<file path="src/pkg/gdf_pkg.sv">
// Constants for the gate input deglitch filter
//----------------------------------------------------------------------
// Function
// - Same filter on every high and low input
// - Pulses shorter than filter time vanish entirely
// - Low input ignores short positive spikes
// - High input ignores short negative spikes
// - Accepted pulse keeps its input width
// - Long negative return transient holds high side off
// - Outputs in phase; both high forces both low
//----------------------------------------------------------------------
package gdf_pkg;
  // Clock period in picoseconds
  localparam int CLK_PERIOD_PS = 4000;
  // Filter time in nanoseconds
  localparam int FILTER_TIME_NS = 200;
  // Filter time in cycles, rounded up, no lower bound
  localparam int FILTER_CYCLES =
    (FILTER_TIME_NS * 1000 + CLK_PERIOD_PS - 1) / CLK_PERIOD_PS;
  // Least transient duration in nanoseconds
  localparam int TRANSIENT_TIME_NS = 50;
  // Transient duration in cycles, rounded up
  localparam int TRANSIENT_CYCLES =
    (TRANSIENT_TIME_NS * 1000 + CLK_PERIOD_PS - 1) / CLK_PERIOD_PS;
  // High-side hold time in nanoseconds
  localparam int HOLD_TIME_NS = 4500;
  // Hold time in cycles, rounded down
  localparam int HOLD_CYCLES = (HOLD_TIME_NS * 1000) / CLK_PERIOD_PS;
  // Number of phases
  localparam int PHASES = 3;
  // Counter width
  localparam int CNT_W = 12;
endpackage

</file>
<file path="src/hdl/gdf_channel.sv">
// One symmetric deglitch filter channel
`timescale 1ns/1ps
module gdf_channel #(
  parameter int CYCLES = gdf_pkg::FILTER_CYCLES
) (
  // Clock and reset
  input wire logic clk,
  input wire logic reset,
  input wire logic clk_en,
  // Synchronised input and filtered output
  input wire logic din,
  output logic dout
);
  typedef struct packed {
    logic cand;
    logic [gdf_pkg::CNT_W-1:0] cnt;
    logic out;
  } gdf_chan_t;

  gdf_chan_t s_q, s_d;

  //--------------------------------------------------------------------
  // Stability counter
  //--------------------------------------------------------------------
  // A level must stay stable for CYCLES + 1 cycles to be accepted; the same
  // latency on both edges keeps output width equal to input width
  always_comb begin
    s_d = s_q;
    if (din != s_q.cand) begin
      s_d.cand = din;
      s_d.cnt = '0;
    end else if (s_q.cnt < gdf_pkg::CNT_W'(CYCLES - 1)) begin
      s_d.cnt = s_q.cnt + 1'b1;
    end else begin
      s_d.out = s_q.cand;
    end
  end

  // State register
  always_ff @(posedge clk or posedge reset) begin
    if (reset) begin
      s_q <= '0;
    end else if (clk_en) begin
      s_q <= s_d;
    end
  end

  assign dout = s_q.out;
endmodule

</file>
<file path="src/hdl/gdf_top.sv">
// Three-phase gate input deglitch filter with high-side hold-off
`timescale 1ns/1ps
module gdf_top #(
  parameter int PHASES = gdf_pkg::PHASES,
  parameter int FILTER_CYCLES = gdf_pkg::FILTER_CYCLES,
  parameter int TRANSIENT_CYCLES = gdf_pkg::TRANSIENT_CYCLES,
  parameter int HOLD_CYCLES = gdf_pkg::HOLD_CYCLES
) (
  // Clock, reset, enable
  input wire logic CLK,
  input wire logic RESET,
  input wire logic CLK_EN,
  // Logic inputs from host
  input wire logic [PHASES-1:0] HIGH_SIDE_INPUT,
  input wire logic [PHASES-1:0] LOW_SIDE_INPUT,
  // Comparator flag: switch node return below negative limit
  input wire logic [PHASES-1:0] SWITCH_NODE_RETURN_NEG,
  // Gate outputs
  output logic [PHASES-1:0] HIGH_SIDE_GATE_OUT,
  output logic [PHASES-1:0] LOW_SIDE_GATE_OUT,
  // High-side hold-off active
  output logic HOLD_OFF_ACTIVE
);
  localparam int W = 2 * PHASES;

  typedef struct packed {
    logic [W-1:0] sync1;
    logic [W-1:0] sync2;
    logic [PHASES-1:0] neg1;
    logic [PHASES-1:0] neg2;
    logic [gdf_pkg::CNT_W-1:0] neg_cnt;
    logic [gdf_pkg::CNT_W-1:0] hold_cnt;
    logic hold;
    logic [PHASES-1:0] hs_out;
    logic [PHASES-1:0] ls_out;
  } gdf_top_t;

  gdf_top_t s_q, s_d;
  logic [W-1:0] filt;

  //--------------------------------------------------------------------
  // Per-input filters
  //--------------------------------------------------------------------
  // Identical filter on every input
  genvar i;
  generate
    for (i = 0; i < W; i++) begin : g_ch
      gdf_channel #(.CYCLES(FILTER_CYCLES)) u_ch (
        .clk(CLK),
        .reset(RESET),
        .clk_en(CLK_EN),
        .din(s_q.sync2[i]),
        .dout(filt[i])
      );
    end
  endgenerate

  //--------------------------------------------------------------------
  // Transient hold-off and output logic
  //--------------------------------------------------------------------
  // Sync pins, time negative transient, apply truth table
  always_comb begin
    s_d = s_q;
    s_d.sync1 = {LOW_SIDE_INPUT, HIGH_SIDE_INPUT};
    s_d.sync2 = s_q.sync1;
    s_d.neg1 = SWITCH_NODE_RETURN_NEG;
    s_d.neg2 = s_q.neg1;
    // Any phase below limit counts toward transient duration
    if (|s_q.neg2) begin
      if (s_q.neg_cnt < gdf_pkg::CNT_W'(TRANSIENT_CYCLES)) begin
        s_d.neg_cnt = s_q.neg_cnt + 1'b1;
      end
    end else begin
      s_d.neg_cnt = '0;
    end
    // Lasting at least the limit starts or restarts the hold
    if (s_q.neg_cnt >= gdf_pkg::CNT_W'(TRANSIENT_CYCLES)) begin
      s_d.hold = 1'b1;
      s_d.hold_cnt = gdf_pkg::CNT_W'(HOLD_CYCLES - 1);
    end else if (s_q.hold) begin
      if (s_q.hold_cnt == '0) begin
        s_d.hold = 1'b0;
      end else begin
        s_d.hold_cnt = s_q.hold_cnt - 1'b1;
      end
    end
    // Non-inverting, both high forces both low
    for (int p = 0; p < PHASES; p++) begin
      s_d.hs_out[p] = filt[p] & ~filt[PHASES+p] & ~s_d.hold;
      s_d.ls_out[p] = filt[PHASES+p] & ~filt[p];
    end
  end

  // State register
  always_ff @(posedge CLK or posedge RESET) begin
    if (RESET) begin
      s_q <= '0;
    end else if (CLK_EN) begin
      s_q <= s_d;
    end
  end

  assign HIGH_SIDE_GATE_OUT = s_q.hs_out;
  assign LOW_SIDE_GATE_OUT = s_q.ls_out;
  assign HOLD_OFF_ACTIVE = s_q.hold;
endmodule

</file>
<file path="config.mk">
export PLATFORM = sky130hd
export DESIGN_NAME = gdf_top
export DESIGN_NICKNAME = d
export VERILOG_FILES = /design/src/pkg/gdf_pkg.sv /design/src/hdl/gdf_channel.sv /design/src/hdl/gdf_top.sv
export SDC_FILE = /design/constraint.sdc
export NUM_CORES = 1
export LEC_CHECK = 0
export ABC_CLOCK_PERIOD_IN_PS = 9380
export BUFFER_PORTS_ARGS = -buffer_cell sky130_fd_sc_hd__buf_2
export CORE_MARGIN = 1
export CORE_UTILIZATION = 40
export DETAILED_ROUTE_END_ITERATION = 7
export PLACE_DENSITY = 0.61
export RECOVER_POWER = 100
export SETUP_SLACK_MARGIN = 0.2
export SLEW_MARGIN = 20
export SYNTH_ARGS = -nofsm -noshare
export SYNTH_HDL_FRONTEND = slang
export SYNTH_SLANG_ARGS = --single-unit
</file>
<file path="constraint.sdc">
create_clock -name CLK -period 9.38 [get_ports CLK]
set_clock_uncertainty 0.1 [all_clocks]
set_input_delay 0.938 -clock CLK [delete_from_list [all_inputs] [get_ports CLK]]
set_output_delay 0.938 -clock CLK [all_outputs]
set_load 0.1 [all_outputs]
</file>
==> run summary <==
The core box area was 0.0152 mm². The maximum clock insertion buffer count was 2. The routed layout has 4379 vias. In this run the critical register-to-register path is captured at s_q[18]$_DFFE_PP0P_.

Clock-pin slew on the worst setup and hold paths: 0.05 ns. For the aggregate global-route resource usage, the log shows 0.160. The logs give 0.00125 W for the internal cell power and 0.409 for the starting utilization of the core area. By count the netlist is led by sky130_fd_sc_hd__dfrtp_1, sky130_fd_sc_hd__nand2_1, sky130_fd_sc_hd__and2_1. The run gives 0 as the number of warnings printed during yosys synthesis. In this run the most critical hold path is launched from g_ch[1].u_ch.dout$_DFFE_PP0P_. The cell with the most instances after synthesis is sky130_fd_sc_hd__dfrtp_1. Among the stages of the critical path, the cell type that occurs most often is sky130_fd_sc_hd__clkbuf_1. In the synthesized netlist, the number of instances is 587. The analysis attributes to net switching a power of 0.000537 W. The logs give 149 for the final max-slew violation count and 19 for the total I/O pin count. The synthesized area came out at 0.00621 mm². After clock tree synthesis, the setup repair step added 0 buffers. Cell accounting for the most synthesized area: sky130_fd_sc_hd__dfrtp_1. Category of cells accounting for the largest share of critical-path delay: buffers and inverters. Setup repair after global routing left no endpoint under its margin.

The sequential fraction of the synthesis area is 0.536, and the fraction of post-synthesis cell area in the top cell type by area is 0.536. In this run, synthesis inferred 0 flip-flops with an integrated enable. At the worst endpoint, the arrival time is 5.75 ns. The tools report the portion of total power attributed to sequential cells as 0.421. The die outline area is 0.0160 mm². TritonCTS built the clock tree. The worst hold endpoint was LOW_SIDE_GATE_OUT[1]$_DFFE_PP0P_.

Relative to the synthesized area, the layout overhead comes to 13.0%. For this design, the slowest cell found on the critical path is sky130_fd_sc_hd__clkbuf_1. In this run, post-CTS repair resized a total of 0 instances. By startpoint and endpoint, the worst setup path is classified as input port to flop.

The pin count of the biggest net entering global routing is 83, and the y dimension of the die is 127 µm. Clock tree synthesis found a total of 133 sinks. Antenna violation net count after detailed routing: 0.

The worst max-slew margin expressed relative to the limit is -1.34, and the final critical path time including I/O delays and setup is 5.55 ns. The required arrival time at the worst endpoint was 9.58 ns; the period utilization was 0.591. By area the synthesized netlist is led by sky130_fd_sc_hd__dfrtp_1, sky130_fd_sc_hd__and2_1, sky130_fd_sc_hd__mux2_2. The logs give 0 for the number of failing setup endpoints in the final timing report and 6.03 ns for the pre-CTS setup slack. The worst hold path depth came out at 1.

The initial detailed-routing violation count is 270, and the floorplan die width is 127 µm. The synthesized design contains 133 register bits. Post-detailed-routing wire length: 11.4 mm.

A synthesized cell averages 10.6 µm². The pre-antenna-repair detailed-routing pass consisted of 4 iterations. The H-tree was split into 4 levels. The run gives 0 as the remaining routing DRC violations.

The checks that failed: capacitance limit, slew limit. The most used flip-flop cell after synthesis was sky130_fd_sc_hd__dfrtp_1. The proportion of synthesized flip-flops having asynchronous set or reset was 1.00. In this run, distinct cell masters in the synthesized netlist total 54. The first-pass GRT wire length came out at 20.3 mm. Walking the worst path, the cells encountered are clkbuf_1 > clkbuf_1 > inv_1 > a21o_1 > mux2_2. The run finished, with violations left.

The number of buffers and inverters on the critical path was 3. Summed over all nets, the half-perimeter wirelength after detailed placement is 7.57 mm. For flop-to-flop paths, the worst setup slack is 6.83 ns.

The ratio of cells with drive above 1 in the final layout was 0.117. The origin of the worst setup path was CLK_EN. The number of cell instances on the worst register-to-register path was 4; the final weighted congestion in routability-driven placement was 0.851. The worst setup path is captured at a flop. Input and output buffers added on the ports amount to 18. The type of origin of the critical path was an input port. The highest clock frequency the design can meet was 0.180 GHz; the detail-routed via count per cell was 5.47. The leakage power figure is 3.03 nW. On the worst path, the slowest cell contributes a delay of 2.08 ns.

In this run, CTS created clock tree buffers numbering 17. The reg-to-reg startpoint is s_q[26]$_DFFE_PP0P_. The net count of the finished layout is 631. The later pin in the worst-skew pair is clocked with a latency of 0.42 ns. Of all nets on the critical path, the largest fanout is 65. The clock power share was 0.374; the total number of placement rows was 45. For the number of global-route vias before repair, the log shows 4410. The number of buffers inserted for hold repair after clock tree synthesis was 0; the number of nets produced by synthesis was 616.

The run gives 2 as the number of maximum-capacitance constraint violations. The tree is rooted in a sky130_fd_sc_hd__clkbuf_16. The final number of hold-violating endpoints was 0.

The pin slew with the least headroom to its limit is 3.50 ns, and the initial antenna violation count is 0. Adding up every negative setup slack in the final design gives 0 ns. After layout, the worst setup slack is 3.83 ns.

In this run the worst hold path is classified as flop to flop. The wire length per cell is 14.3 µm. After global routing the overflow that remains totals 0. The switching share of total power is 0.301. In this run the power density over the cells is 254 mW/mm².

The worst-case IR drop observed on VDD is 159 µV. The combinational share of power was 0.205. The diode insertion count for antenna repair is 0.
[worst reg2reg max path, delay by kind of cell, from the launching register on]
family,cells,cell delay [ns]
AND/OR/NAND/NOR,3,1.44
AO/OA/AOI/OAI,1,0.58
flip-flops,1,0.37
[registers in the layout, indices dropped and copies added (netlist names)]
register and cells:
g_ch.u_ch.dout 6, LOW_SIDE_GATE_OUT 3, s_q 33, s_d 9, HIGH_SIDE_GATE_OUT 3, g_ch.u_ch.s_q 78
HOLD_OFF_ACTIVE 1
[metal layers]
layer  part of all wire  up-vias  global-route usage  wire length (µm)
li1                   -     2146                   -                 -
met1               0.48     2154               0.202              5470
met2               0.47       63               0.259              5370
met3              0.034       16              0.0375               394
met4              0.019        0              0.0744               213
met5                  0        -                   0                 0
[power groups by stage]
stage | Combinational [W] | Clock [W] | Sequential, W
global placement | 0.000348 | 0 | 0.000753
CTS | 0.000371 | 0.000686 | 0.000749
global route | 0.000420 | 0.000709 | 0.000764
finish | 0.000367 | 0.000667 | 0.000751
floorplan | 0.000299 | 0 | 0.000732
detailed placement | 0.000367 | 0 | 0.000757
[final cells by class]
class	instances	area, µm²
clock inverters	8	125
repair buffers	20	91.3
flip-flops and latches	133	3330
well taps	188	235
inverters	35	133
clock buffers	22	474
multi-input cells	395	2630
fillers	1399	8190
[cell usage in the layout, fill, tap and decap left out, types with 6 or more instances in the layout]
cell	instances
sky130_fd_sc_hd__ha_1	17
sky130_fd_sc_hd__a31oi_1	7
sky130_fd_sc_hd__o21a_1	7
sky130_fd_sc_hd__o21ai_0	24
sky130_fd_sc_hd__or3_1	16
sky130_fd_sc_hd__and2_0	26
sky130_fd_sc_hd__nor3b_1	8
sky130_fd_sc_hd__nand3b_1	6
sky130_fd_sc_hd__a21oi_1	20
sky130_fd_sc_hd__clkbuf_16	17
sky130_fd_sc_hd__nand3_1	18
sky130_fd_sc_hd__o22ai_1	11
sky130_fd_sc_hd__o31ai_1	8
sky130_fd_sc_hd__and2_1	21
sky130_fd_sc_hd__nor2_1	19
sky130_fd_sc_hd__clkbuf_1	11
sky130_fd_sc_hd__nor4_1	14
sky130_fd_sc_hd__xor2_1	6
sky130_fd_sc_hd__inv_1	34
sky130_fd_sc_hd__or4_1	6
sky130_fd_sc_hd__mux2_2	23
sky130_fd_sc_hd__o211ai_1	11
sky130_fd_sc_hd__nand4_1	10
sky130_fd_sc_hd__nor3_1	11
sky130_fd_sc_hd__nand2_1	52
sky130_fd_sc_hd__dfrtp_1	133
sky130_fd_sc_hd__buf_2	10
[per-stage QoR]
step / power, W / instances / area (µm²) / utilization / hold slack [ns]
6_report: 0.00179 / 801 / 7020 / 0.461 / 0.345
3_5_place_dp: 0.00112 / 771 / 6430 / 0.423 / 0.339
4_1_cts: 0.00181 / 801 / 7030 / 0.462 / 0.347
5_1_grt: 0.00189 / 801 / 7020 / 0.461 / 0.374
3_3_place_gp: 0.00110 / 771 / 6430 / 0.423 / 0.339
2_1_floorplan: 0.00103 / 587 / 6210 / - / 0.330
[worst max-delay path by stage]
| stage | cells past startpoint | slack, ns | to |
|---|---|---|---|
| finish | 5 | 3.83 | s_q[19]$_DFFE_PP0P_ |
| global route | 5 | 3.33 | s_q[19]$_DFFE_PP0P_ |
| CTS | 5 | 6.48 | s_q[19]$_DFFE_PP0P_ |
| detailed placement | 5 | 6.03 | s_q[19]$_DFFE_PP0P_ |
| global placement | 5 | 6.07 | s_q[19]$_DFFE_PP0P_ |
| floorplan | 1 | 4.79 | HIGH_SIDE_GATE_OUT[0]$_DFFE_PP0P_ |
[cells by family after synthesis]
group	count (synthesis)	synth area share
AOI/OAI and AO/OA	119	0.129
xor gates and xnor gates	8	0.0113
adders and majority gates	17	0.0342
buffers and inverters	59	0.0409
DFF	133	0.536
muxes	29	0.0516
and+or+nand+nor	222	0.198
Note: power is estimated with default switching activity, not from simulation.
